File: config.mk
export PLATFORM = sky130hd
export DESIGN_NAME = sadc_ctrl
export DESIGN_NICKNAME = d
export VERILOG_FILES = /design/src/hw/sadc_ctrl.v /design/src/hw/sadc_sync.v
export VERILOG_INCLUDE_DIRS = /design/src /design/src/hw
export SDC_FILE = /design/constraint.sdc
export NUM_CORES = 1
export LEC_CHECK = 0
export ABC_AREA = 1
export BUFFER_PORTS_ARGS = -buffer_cell sky130_fd_sc_hd__buf_2
export CAP_MARGIN = 40
export CORE_MARGIN = 2
export CORE_UTILIZATION = 51
export DETAILED_ROUTE_END_ITERATION = 10
export GPL_TIMING_DRIVEN = 0
export PLACE_DENSITY = 0.77
export SLEW_MARGIN = 20
export SYNTH_ARGS = -nofsm -noshare
export SYNTH_HDL_FRONTEND = slang
export SYNTH_SLANG_ARGS = --single-unit
File: constraint.sdc
create_clock -name mclk -period 1.6 [get_ports mclk]
set_input_delay 0.24 -clock mclk [delete_from_list [all_inputs] [get_ports mclk]]
set_output_delay 0.24 -clock mclk [all_outputs]
set_load 0.005 [all_outputs]
File: src/hw/sadc_defines.vh
`ifndef SADC_DEFINES_VH
`define SADC_DEFINES_VH

// ----------------------------------------
// register offsets (byte addresses)
// ----------------------------------------
`define SADC_OFS_CTRL 8'h00
`define SADC_OFS_STATUS 8'h04
`define SADC_OFS_IRQ_STAT 8'h08
`define SADC_OFS_IRQ_MASK 8'h0c
`define SADC_OFS_RESULT 8'h10

// register select codes
`define SADC_SEL_NONE 3'h0
`define SADC_SEL_CTRL 3'h1
`define SADC_SEL_STATUS 3'h2
`define SADC_SEL_IRQ_STAT 3'h3
`define SADC_SEL_IRQ_MASK 3'h4
`define SADC_SEL_RESULT 3'h5

// ----------------------------------------
// field positions
// ----------------------------------------
`define SADC_CTRL_EN 0
`define SADC_ST_CAL_DONE 0
`define SADC_ST_BUSY 1
`define SADC_ST_CHAN_LEFT 2
`define SADC_ST_ASLEEP 3
`define SADC_ST_SHIFTING 4
`define SADC_ST_TEST_BAD 5
`define SADC_EV_CONV 0
`define SADC_EV_CAL 1
`define SADC_EV_WORD 2
`define SADC_EV_W 3

// ----------------------------------------
// reset values and timing
// ----------------------------------------
`define SADC_CTRL_RST 1'h1
`define SADC_MASK_RST 3'h0
`define SADC_CAL_CYCLES 34584480
`define SADC_CONV_CYCLES 192
`define SADC_CAL_W 26
`define SADC_CONV_W 8
`define SADC_SIGN_FLIP 16'h8000

// pin synchroniser bit positions
`define SADC_PIN_HOLD 0
`define SADC_PIN_LR 1
`define SADC_PIN_SCLK 2
`define SADC_PIN_SLEEP 3
`define SADC_PIN_CODE 4
`define SADC_PIN_TEST 5
`define SADC_PIN_W 9

`endif

File: src/hw/sadc_ctrl.v
`timescale 1ns/1ns
`include "sadc_defines.vh"

// Operation
// - all conversion and calibration timing counts the master clock mclk
// - falling hold input enters hold and starts converting the acquired channel
// - channel select sampled at conversion end picks the next acquired channel
// - at conversion end exactly one tracking output falls, for the next channel
// - sleep low enters quiescent state and keeps calibration results
// - coding select high gives two's complement, low gives offset binary
// - serial data changes on shift clock falling edges; receiver samples rising
// - reset low holds all digital logic in its reset state
// - reset release starts a self calibration of 34,584,480 clock cycles
// - calibration flag stays low during calibration, high once it finishes
// - conversion possible right after sleep returns high, no extra wait
module sadc_ctrl #(
  parameter CAL_CYCLES = `SADC_CAL_CYCLES,
  parameter CONV_CYCLES = `SADC_CONV_CYCLES,
  parameter DATA_W = 16
) (
  input wire mclk,
  input wire reset_n,
  input wire psel,
  input wire penable,
  input wire pwrite,
  input wire [7:0] paddr,
  input wire [31:0] pwdata,
  output reg [31:0] prdata,
  output reg pready,
  output reg pslverr,
  input wire hold_in,
  input wire lr_sel_in,
  input wire shift_clk_in,
  input wire sleep_n_in,
  input wire code_sel_in,
  input wire factory_test_a,
  input wire factory_test_b,
  input wire factory_test_c,
  input wire factory_test_d,
  input wire [DATA_W-1:0] sample_left_in,
  input wire [DATA_W-1:0] sample_right_in,
  output reg serial_sample_out,
  output reg calibrating_flag,
  output reg tracking_left_out,
  output reg tracking_right_out,
  output reg sample_hold_ctrl_a,
  output reg sample_hold_ctrl_b,
  output reg irq
);

  // ----------------------------------------
  // states
  // ----------------------------------------
  localparam [1:0] ST_CAL = 2'h0;
  localparam [1:0] ST_IDLE = 2'h1;
  localparam [1:0] ST_CONV = 2'h2;
  localparam [1:0] ST_SLEEP = 2'h3;
  localparam [31:0] CAL_LAST_W = CAL_CYCLES - 1;
  localparam [31:0] CONV_LAST_W = CONV_CYCLES - 1;
  localparam [31:0] BITS_LAST_W = DATA_W - 1;
  localparam [`SADC_CAL_W-1:0] CAL_LAST = CAL_LAST_W[`SADC_CAL_W-1:0];
  localparam [`SADC_CONV_W-1:0] CONV_LAST = CONV_LAST_W[`SADC_CONV_W-1:0];
  localparam [4:0] BITS_LAST = BITS_LAST_W[4:0];

  // ----------------------------------------
  // address decode, used by read and write
  // ----------------------------------------
  function [2:0] reg_sel;
    input [7:0] addr;
    begin
      case (addr)
        `SADC_OFS_CTRL: reg_sel = `SADC_SEL_CTRL;
        `SADC_OFS_STATUS: reg_sel = `SADC_SEL_STATUS;
        `SADC_OFS_IRQ_STAT: reg_sel = `SADC_SEL_IRQ_STAT;
        `SADC_OFS_IRQ_MASK: reg_sel = `SADC_SEL_IRQ_MASK;
        `SADC_OFS_RESULT: reg_sel = `SADC_SEL_RESULT;
        default: reg_sel = `SADC_SEL_NONE;
      endcase
    end
  endfunction

  // ----------------------------------------
  // pin synchronisers
  // ----------------------------------------
  wire [`SADC_PIN_W-1:0] pins_raw;
  wire [`SADC_PIN_W-1:0] pins;
  reg [`SADC_PIN_W-1:0] pins_prev_r;

  assign pins_raw = {factory_test_d, factory_test_c, factory_test_b, factory_test_a,
                     code_sel_in, sleep_n_in, shift_clk_in, lr_sel_in, hold_in};

  sadc_sync #(
    .WIDTH(`SADC_PIN_W),
    .INIT(9'h1ff)
  ) u_sync (
    .mclk(mclk),
    .reset_n(reset_n),
    .din(pins_raw),
    .dout(pins)
  );

  // previous filtered levels for edge detection
  always @(posedge mclk or negedge reset_n)
  begin
    if (!reset_n)
      pins_prev_r <= 9'h1ff;
    else
      pins_prev_r <= pins;
  end

  wire hold_fall = pins_prev_r[`SADC_PIN_HOLD] & ~pins[`SADC_PIN_HOLD];
  wire sclk_fall = pins_prev_r[`SADC_PIN_SCLK] & ~pins[`SADC_PIN_SCLK];
  wire awake = pins[`SADC_PIN_SLEEP];
  wire test_bad = ~&pins[`SADC_PIN_W-1:`SADC_PIN_TEST];

  // ----------------------------------------
  // registers and state
  // ----------------------------------------
  reg [1:0] state_r;
  reg [`SADC_CAL_W-1:0] cal_cnt_r;
  reg [`SADC_CONV_W-1:0] conv_cnt_r;
  reg chan_next_r;
  reg chan_cur_r;
  reg [DATA_W-1:0] held_r;
  reg [DATA_W-1:0] result_r;
  reg [DATA_W-1:0] shift_r;
  reg [4:0] bits_left_r;
  reg shifting_r;
  reg ctrl_en_r;
  reg [`SADC_EV_W-1:0] irq_stat_r;
  reg [`SADC_EV_W-1:0] irq_mask_r;

  wire conv_end = (state_r == ST_CONV) & awake & (conv_cnt_r == CONV_LAST);
  wire cal_end = (state_r == ST_CAL) & (cal_cnt_r == CAL_LAST);
  wire word_end = shifting_r & sclk_fall & (bits_left_r == 5'h0);

  // coding of the held sample
  wire [DATA_W-1:0] coded = pins[`SADC_PIN_CODE] ? (held_r ^ `SADC_SIGN_FLIP) : held_r;

  // ----------------------------------------
  // converter sequencing
  // ----------------------------------------
  always @(posedge mclk or negedge reset_n)
  begin
    if (!reset_n)
    begin
      state_r <= ST_CAL;
      cal_cnt_r <= {`SADC_CAL_W{1'b0}};
      conv_cnt_r <= {`SADC_CONV_W{1'b0}};
      chan_next_r <= 1'b1;
      chan_cur_r <= 1'b1;
      held_r <= {DATA_W{1'b0}};
      result_r <= {DATA_W{1'b0}};
    end
    else
    begin
      case (state_r)
        ST_CAL:
        begin
          // calibration runs to completion, sleep waits for it
          cal_cnt_r <= cal_cnt_r + 1'b1;
          if (cal_end)
            state_r <= ST_IDLE;
        end
        ST_IDLE:
        begin
          if (!awake)
            state_r <= ST_SLEEP;
          else if (hold_fall && ctrl_en_r)
          begin
            // hold the acquired channel and start converting
            state_r <= ST_CONV;
            conv_cnt_r <= {`SADC_CONV_W{1'b0}};
            chan_cur_r <= chan_next_r;
            held_r <= chan_next_r ? sample_left_in : sample_right_in;
          end
        end
        ST_CONV:
        begin
          if (!awake)
            state_r <= ST_SLEEP;
          else if (conv_end)
          begin
            state_r <= ST_IDLE;
            result_r <= coded;
            chan_next_r <= pins[`SADC_PIN_LR];
          end
          else
            conv_cnt_r <= conv_cnt_r + 1'b1;
        end
        ST_SLEEP:
        begin
          // calibration counters are left untouched while asleep
          if (awake)
            state_r <= ST_IDLE;
        end
        default:
          state_r <= ST_CAL;
      endcase
    end
  end

  // ----------------------------------------
  // pin outputs
  // ----------------------------------------
  always @(posedge mclk or negedge reset_n)
  begin
    if (!reset_n)
    begin
      calibrating_flag <= 1'b0;
      tracking_left_out <= 1'b1;
      tracking_right_out <= 1'b1;
      sample_hold_ctrl_a <= 1'b0;
      sample_hold_ctrl_b <= 1'b0;
    end
    else
    begin
      if (cal_end)
        calibrating_flag <= 1'b1;
      if (conv_end)
      begin
        // exactly one tracking line falls, naming the next channel
        tracking_left_out <= ~pins[`SADC_PIN_LR];
        tracking_right_out <= pins[`SADC_PIN_LR];
      end
      else if (state_r == ST_IDLE && awake && hold_fall && ctrl_en_r)
      begin
        tracking_left_out <= 1'b1;
        tracking_right_out <= 1'b1;
      end
      // external holds follow the internal hold per channel
      sample_hold_ctrl_a <= (state_r == ST_CONV) & chan_cur_r;
      sample_hold_ctrl_b <= (state_r == ST_CONV) & ~chan_cur_r;
    end
  end

  // ----------------------------------------
  // serial output shifter
  // ----------------------------------------
  always @(posedge mclk or negedge reset_n)
  begin
    if (!reset_n)
    begin
      shift_r <= {DATA_W{1'b0}};
      bits_left_r <= 5'h0;
      shifting_r <= 1'b0;
      serial_sample_out <= 1'b0;
    end
    else if (conv_end)
    begin
      // new word: msb presented at once
      shift_r <= coded;
      serial_sample_out <= coded[DATA_W-1];
      bits_left_r <= BITS_LAST;
      shifting_r <= 1'b1;
    end
    else if (shifting_r && sclk_fall)
    begin
      if (bits_left_r == 5'h0)
        shifting_r <= 1'b0;
      else
      begin
        // next bit only on a falling shift clock edge
        shift_r <= {shift_r[DATA_W-2:0], 1'b0};
        serial_sample_out <= shift_r[DATA_W-2];
        bits_left_r <= bits_left_r - 1'b1;
      end
    end
  end

  // ----------------------------------------
  // apb slave
  // ----------------------------------------
  wire apb_acc = psel & penable;
  wire apb_done = apb_acc & pready;
  wire [2:0] sel = reg_sel(paddr);
  wire wr_en = apb_done & pwrite;
  wire [`SADC_EV_W-1:0] ev = {word_end, cal_end, conv_end};
  wire [`SADC_EV_W-1:0] w1c = (wr_en && sel == `SADC_SEL_IRQ_STAT) ?
                              pwdata[`SADC_EV_W-1:0] : {`SADC_EV_W{1'b0}};
  reg [31:0] rd_val;

  // read mux
  always @*
  begin
    rd_val = 32'h0;
    case (reg_sel(paddr))
      `SADC_SEL_CTRL: rd_val[`SADC_CTRL_EN] = ctrl_en_r;
      `SADC_SEL_STATUS:
      begin
        rd_val[`SADC_ST_CAL_DONE] = calibrating_flag;
        rd_val[`SADC_ST_BUSY] = (state_r == ST_CONV);
        rd_val[`SADC_ST_CHAN_LEFT] = chan_next_r;
        rd_val[`SADC_ST_ASLEEP] = (state_r == ST_SLEEP);
        rd_val[`SADC_ST_SHIFTING] = shifting_r;
        rd_val[`SADC_ST_TEST_BAD] = test_bad;
      end
      `SADC_SEL_IRQ_STAT: rd_val[`SADC_EV_W-1:0] = irq_stat_r;
      `SADC_SEL_IRQ_MASK: rd_val[`SADC_EV_W-1:0] = irq_mask_r;
      `SADC_SEL_RESULT: rd_val[DATA_W-1:0] = result_r;
      default: rd_val = 32'h0;
    endcase
  end

  // one wait state, then answer
  always @(posedge mclk or negedge reset_n)
  begin
    if (!reset_n)
    begin
      pready <= 1'b0;
      pslverr <= 1'b0;
      prdata <= 32'h0;
    end
    else if (apb_acc && !pready)
    begin
      pready <= 1'b1;
      pslverr <= (sel == `SADC_SEL_NONE);
      prdata <= pwrite ? 32'h0 : rd_val;
    end
    else
    begin
      pready <= 1'b0;
      pslverr <= 1'b0;
      prdata <= 32'h0;
    end
  end

  // control, mask and sticky status, set beats clear
  always @(posedge mclk or negedge reset_n)
  begin
    if (!reset_n)
    begin
      ctrl_en_r <= `SADC_CTRL_RST;
      irq_mask_r <= `SADC_MASK_RST;
      irq_stat_r <= {`SADC_EV_W{1'b0}};
      irq <= 1'b0;
    end
    else
    begin
      if (wr_en && sel == `SADC_SEL_CTRL)
        ctrl_en_r <= pwdata[`SADC_CTRL_EN];
      if (wr_en && sel == `SADC_SEL_IRQ_MASK)
        irq_mask_r <= pwdata[`SADC_EV_W-1:0];
      irq_stat_r <= (irq_stat_r & ~w1c) | ev;
      irq <= |(irq_stat_r & irq_mask_r);
    end
  end

endmodule

File: src/hw/sadc_sync.v
`timescale 1ns/1ns
`include "sadc_defines.vh"

// three-stage pin synchroniser; output follows once stages two and three agree
module sadc_sync #(
  parameter WIDTH = 1,
  parameter [WIDTH-1:0] INIT = {WIDTH{1'b0}}
) (
  input wire mclk,
  input wire reset_n,
  input wire [WIDTH-1:0] din,
  output reg [WIDTH-1:0] dout
);

  reg [WIDTH-1:0] s1_r;
  reg [WIDTH-1:0] s2_r;
  reg [WIDTH-1:0] s3_r;
  reg [WIDTH-1:0] held_r;
  genvar i;

  // --------------------------------------
  // sampling chain
  // --------------------------------------
  always @(posedge mclk or negedge reset_n)
  begin
    if (!reset_n)
    begin
      s1_r <= INIT;
      s2_r <= INIT;
      s3_r <= INIT;
    end
    else
    begin
      s1_r <= din;
      s2_r <= s1_r;
      s3_r <= s2_r;
    end
  end

  // per-bit memory of the last agreed level
  generate
    for (i = 0; i < WIDTH; i = i + 1)
    begin : g_bit
      always @(posedge mclk or negedge reset_n)
      begin
        if (!reset_n)
          held_r[i] <= INIT[i];
        else
          held_r[i] <= dout[i];
      end
    end
  endgenerate

  // agreed level shows at once; an extra stage here would push shift data past the rising edge
  always @*
  begin
    dout = (s2_r & s3_r) | (held_r & (s2_r | s3_r));
  end

endmodule

==> metrics.txt, run 1 <==
status complete, but fails checks; failing checks negative setup slack; layout cells sized above 1 29.3%; FMAX roughly 620 MHz; P per Cell Area approximately 930 nW/µm²; Num CTS Buffers 17; Layout Nets 1036; Synth Instances 797; vias in the first global route between 5000 and 6000; RR Endpoint shift_r[10]; Slowest-stage cell, CP dfstp_2; main area contributors after synthesis dfrtp_1 (41%), dfstp_2 (15%), nand2_1 (8.6%); # rows 43; Max-Cap Viols 0; Final WS setup -0.991 ps; Sw Ratio a little over a fifth; clock power share a little under half; final setup violating endpoints 1; total vias in the final route 5813; DP Wirelength a little over 10000 µm; setup slack, reg-to-reg -1 ps; CP Max Fanout 10; CP most frequent cell nand2_4; final hold violations 0; CTS root buffer clkbuf_16; gpl congestion between 0.9 and 1; worst-path cell chain nand2_4, nand2_4, o21ai_4, nor2_4, nand2_4, buf_12, buf_8, nand3_2, nand3_1; GRT Residual Overflow 0; Max Buffers Root-to-Sink 2; P&R area growth vs syn 26.5%; worst clock skew around 8.0 ps; Die Height ~120 µm; Top Ports 127; Syn Area/Cell 9.03 µm²; DRC 0; GRT Total Usage 21.7%; Pre-antenna DRT Iters 6; first-pass GRT wire length 25200 µm; Rel. slew slack roughly three fifths; register area share after synthesis between 50% and 60%; CTS tree yes; Sw Pwr between 1.5 and 2 mW; post-route ant nets 0; Main synth FF type dfrtp_1; Avg WL per Cell between 10 and 15 µm; clock sinks approximately 160; minimum clock period ~1600 ps; Initial Utilization 52.0%; Crit Path Category reg2reg; Reg power frac 49.1%; Post-synth EDFFs 0; DP Cell Count around 1100; Chip Width 123 µm; maximum vdd ir drop roughly 0.00067 V; Crit. End Element flop; clock slew at reported path FFs ~60 ps; Pleak approximately 4.5 nW; max-slew violations 0; synthesized flop and latch total ~160; FF-to-FF Start u_sync.held_r[3]; Worst setup SP type flop; Cell Count, Final, Fillers Out 1135; H-tree depth 4; Worst-Margin Slew between 500 and 600 ps; Port-buffer cells 81; CP required approximately 1900 ps; die area about 15000 µm²; period utilization 100%; Yosys cell types 38; worst-case reg-to-reg path depth 9; Pint 6.62 mW; pre-CTS setup slack -289 ps; Data arrival, critical path ~1900 ps; Pwr Total between 8 and 9 mW; RSZ-0062 raised after global routing true; Yosys top cell area share between 40% and 50%; placed cell areas between 7000 and 8000 µm²; CP max stage delay approximately 600 ps; synth warn 0; Clk Latency, worst-skew pair about 430 ps; Post-synth ARST share between 90% and 100%; Comb pwr share approximately 4.2%; largest net degree at the start of global routing 98; Crit. Startpoint u_sync.held_r[3]; Mapped Area 7190 µm²; Post-Route WL 16100 µm; Ant. Diodes 0; detail-routed via count per cell a little over 5; DR iter-0 viols 407; post-synth top area cell dfrtp_1; Core Area approximately 14000 µm²; initial antenna violation count 0; fin util approximately 66%; Hold Path Class in2reg; end of the critical path shift_r[10]; Finished Cell Area ~9000 µm²
-- how the worst min path moves through the flow --
stage                     from              to  cells past startpoint
CTS                    penable          pready                      3
global placement    sleep_n_in  u_sync.s1_r[3]                      1
global route           penable          pready                      3
finish                 penable          pready                      3
detailed placement     reset_n   cal_cnt_r[19]                      1
floorplan              reset_n  bits_left_r[0]                      0
-- placed cells by master (no fill, tap or decap), types with 3 or more instances in the layout --
cell type,count
buf_8,5
nand4_1,5
mux2i_1,14
nor3_1,26
a21oi_2,3
dlygate4sd3_1,10
nand2_4,4
nand2_1,157
ha_1,3
inv_2,5
inv_1,89
nand3_1,61
clkinv_2,3
o21ai_1,9
xor2_1,18
nor2_1,74
dfstp_2,41
a21oi_1,20
nor3_2,3
nor2_2,4
buf_2,86
nand2_2,8
xnor2_1,5
clkbuf_16,18
o211ai_1,3
conb_1,16
nor3_4,3
o21ai_0,34
nand3_2,21
nor2_4,7
dfrtp_1,117
or2_2,4
buf_6,8
buf_4,33
clkbuf_1,6
ha_2,3
-- cells in the mapped netlist, types with 5 or more instances --
| cell | count |
|---|---|
| buf_2 | 9 |
| nand2_1 | 165 |
| xnor2_1 | 5 |
| nand4_1 | 5 |
| mux2i_1 | 14 |
| dfstp_2 | 41 |
| o21ai_1 | 7 |
| nor3_1 | 31 |
| a21oi_1 | 20 |
| buf_4 | 21 |
| o21ai_0 | 37 |
| nor2_1 | 82 |
| buf_6 | 5 |
| inv_1 | 93 |
| ha_1 | 8 |
| xor2_1 | 18 |
| dfrtp_1 | 118 |
| nand3_1 | 81 |
-- critical path, delay by kind of cell (launching register included) --
family | cells | cell delay (ps)
flops | 1 | 590
buf+inv | 2 | 300
simple gates | 6 | 510
compound gates | 1 | 70
-- registers in the layout, summed over array words and instances (netlist names), 2 cells and up --
| name | flops |
|---|---|
| u_sync.s2_r | 9 |
| held_r | 16 |
| u_sync.s1_r | 9 |
| conv_cnt_r | 8 |
| state_r | 2 |
| bits_left_r | 5 |
| u_sync.s3_r | 9 |
| shift_r | 15 |
| prdata | 16 |
| cal_cnt_r | 26 |
| irq_stat_r | 3 |
| u_sync.held_r | 6 |
| irq_mask_r | 3 |
| pins_prev_r | 3 |
| result_r | 16 |
-- cell families (layout without fill, tap and decap cells) --
kind of cell | Yosys count | in the layout | share of synthesized area (%)
AND/OR/NAND/NOR | 382 | 382 | 23.1
flip-flops | 159 | 159 | 56.0
buffers and inverters | 133 | 276 | 8.71
AO/OA/AOI/OAI | 76 | 76 | 5.88
XOR/XNOR | 23 | 23 | 2.80
multiplexers | 14 | 14 | 1.95
adder cells (fa/ha/maj) | 9 | 9 | 1.53
other | 1 | 16 | 0.0521
-- cell type report --
type	count	area [µm²]
buffer	37	327
clock buffer	22	454
tap	180	225
multi-input combinational	520	2880
inverter	96	365
clock inverter	10	116
timing repair buffer	111	704
sequential	159	4030
fill	1051	4720
-- timing repair --
item,4_1_cts,5_1_grt
setup buffers,8,9
gates resized for setup,22,72
endpoints found under the hold margin,52,0
pin swaps,4,14
hold buffers,10,0
endpoints found under the setup margin,62,75
cloned,0,2
-- per-stage QoR --
stage | hold slack [ps] | TNS [ps]
floorplan | -55.6 | 0
CTS | 57.5 | 0
global route | 57.9 | -1660
global placement | 345 | -290360
finish | 61.4 | -0.991
detailed placement | 208 | -12540
-- power groups by stage --
stage          logic, mW  clock network, mW  registers, mW
2_1_floorplan      0.134                  0           4.22
3_3_place_gp       0.303                  0           4.23
3_5_place_dp       0.320                  0           4.23
4_1_cts            0.348               3.99           4.16
5_1_grt            0.407               4.21           4.17
6_report           0.356               3.95           4.16
-- layer usage --
metal | GRT usage [%] | vias up | share of wire (%)
li1 | - | 2811 | -
met2 | 34.1 | 167 | 48
met3 | 5.62 | 33 | 5.2
met5 | 0 | - | 0
met4 | 7.97 | 0 | 2.0
met1 | 29.1 | 2802 | 45
No activity file was read; power rests on OpenSTA's default activity.
==> inputs of run 2 (changes only) <==
Settings changed: PLACE_DENSITY 0.77 to 0.73.
==> metrics.txt, run 2 (synthesized netlist as in run 1, its figures left out) <==
Filler Cells Inserted roughly 1100; RR Endpoint held_r[14]; Finished Cell Area around 9300 µm²; origin of the worst min-delay path pwdata[1]; Max-Cap Viols 0; busiest layer in global routing met2; Port-buffer cells approximately 80; GRT Residual Overflow 0; Top Ports ~130; Max Buffers Root-to-Sink 2; RSZ-0062 raised after global routing true; CP Max Fanout 5; Hold Path Class in2reg; Largest register FFs 26; Worst setup SP type flop; vias in the first global route approximately 5400; Final WS setup -62.8 ps; Data arrival, critical path a little over 2000 ps; # rows 43; period utilization 104%; gpl congestion ~0.91; Chip Width around 120 µm; P per Cell Area approximately 950 nW/µm²; DP Wirelength 10500 µm; post-route ant nets 0; clock sinks 159; layout cells sized above 1 a little under a third; Crit Path Category reg2reg; first-pass GRT wire length about 25000 µm; Ant. Diodes 0; Hold Crit Depth 3; worst hold endpoint irq_mask_r[1]; worst-case reg-to-reg path depth 8; minimum clock period 1660 ps; status complete, but fails checks; P&R area growth vs syn 28.7%; final hold violations 0; failing checks negative setup slack; CP required 1950 ps; WHS approximately 70 ps; met1 Usage GRT 30.5%; most common cell after layout, fill and taps aside nand2_1; maximum vdd ir drop slightly below 0.0008 V; setup slack, reg-to-reg -60 ps; DR iter-0 viols ~560; max-slew violations 0; largest register by flop count cal_cnt_r; placed cell areas slightly below 8000 µm²; Initial Utilization a little over half; initial antenna violation count 0; DRC 0; most frequent cells in the layout nand2_1 (153), dfrtp_1 (118), inv_1 (89); Die Height roughly 120 µm; final setup TNS -896 ps; DP Cell Count approximately 1100; Clk Latency, worst-skew pair about 430 ps; FF-to-FF Start u_sync.s2_r[3]; Pwr Total 8.75 mW; Crit. End Element flop; pre-CTS setup slack -246 ps; Crit. Startpoint u_sync.s2_r[3]; worst clock skew between 7 and 8 ps; M3 GR Usage around 4.5%; Avg WL per Cell between 10 and 15 µm; Layout Nets 1040; Core Area ~14000 µm²; clock slew at reported path FFs roughly 70 ps; Pleak approximately 4.5 nW; GRT Total Usage a little over a fifth; GR Util met2 approximately a third; Cell Count, Final, Fillers Out ~1100; FMAX about 600 MHz; total vias in the final route around 5800; detail-routed via count per cell between 5 and 6; Rel. slew slack between 50% and 60%; Num CTS Buffers 17; Worst-Margin Slew approximately 630 ps; fin util 66.9%; largest net degree at the start of global routing 87; die area ~15000 µm²; final setup violating endpoints 28; Post-Route WL 16600 µm; CTS tree yes; H-tree depth 4; Pre-antenna DRT Iters 5; CTS root buffer clkbuf_16
-- run 2: worst max-delay path, stage by stage, from the launching register on --
cell and delay, ps:
dfstp_2 580, nand2_4 70, a21oi_4 200, nand2_2 110, nor2_4 190, buf_6 150
buf_8 130, nor2_2 40, a21oi_2 110
-- run 2: how the worst max path moves through the flow --
stage / endpoint / cells after the start
global placement: result_r[7] / 1
detailed placement: shift_r[3] / 10
floorplan: shift_r[10] / 10
finish: held_r[14] / 8
global route: held_r[3] / 8
CTS: shift_r[12] / 10
-- run 2: timing repair --
item | 4_1_cts | 5_1_grt
pin swaps | 1 | 20
endpoints found under the setup margin | 65 | 84
endpoints found under the hold margin | 62 | 0
buffers inserted | 5 | 15
gates resized for setup | 20 | 109
cloned | 0 | 3
hold buffers | 10 | 0
-- run 2: power breakdown --
group	internal [mW]	switching, mW	leakage [nW]
registers	4.13	0.0304	1.96
clock network	2.59	1.65	0.300
logic	0.145	0.204	2.25
total	6.87	1.88	4.52
-- run 2: layout make-up --
class                           instances  area, µm²  area share [%]
Sequential cell                       159       4030            43.5
Multi-Input combinational cell        520       2900            31.4
Timing Repair Buffer                  115        764            8.26
Clock buffer                           21        470            5.08
Inverter                               96        373            4.03
Buffer                                 37        335            3.62
Tap cell                              180        225            2.43
Clock inverter                         11        154            1.66
-- run 2: layer usage --
| metal | part of all wire, % | vias up |
|---|---|---|
| met3 | 5.6 | 28 |
| met4 | 2.0 | 0 |
| met1 | 44 | 2815 |
| li1 | - | 2806 |
| met2 | 48 | 176 |
| met5 | 0 | - |
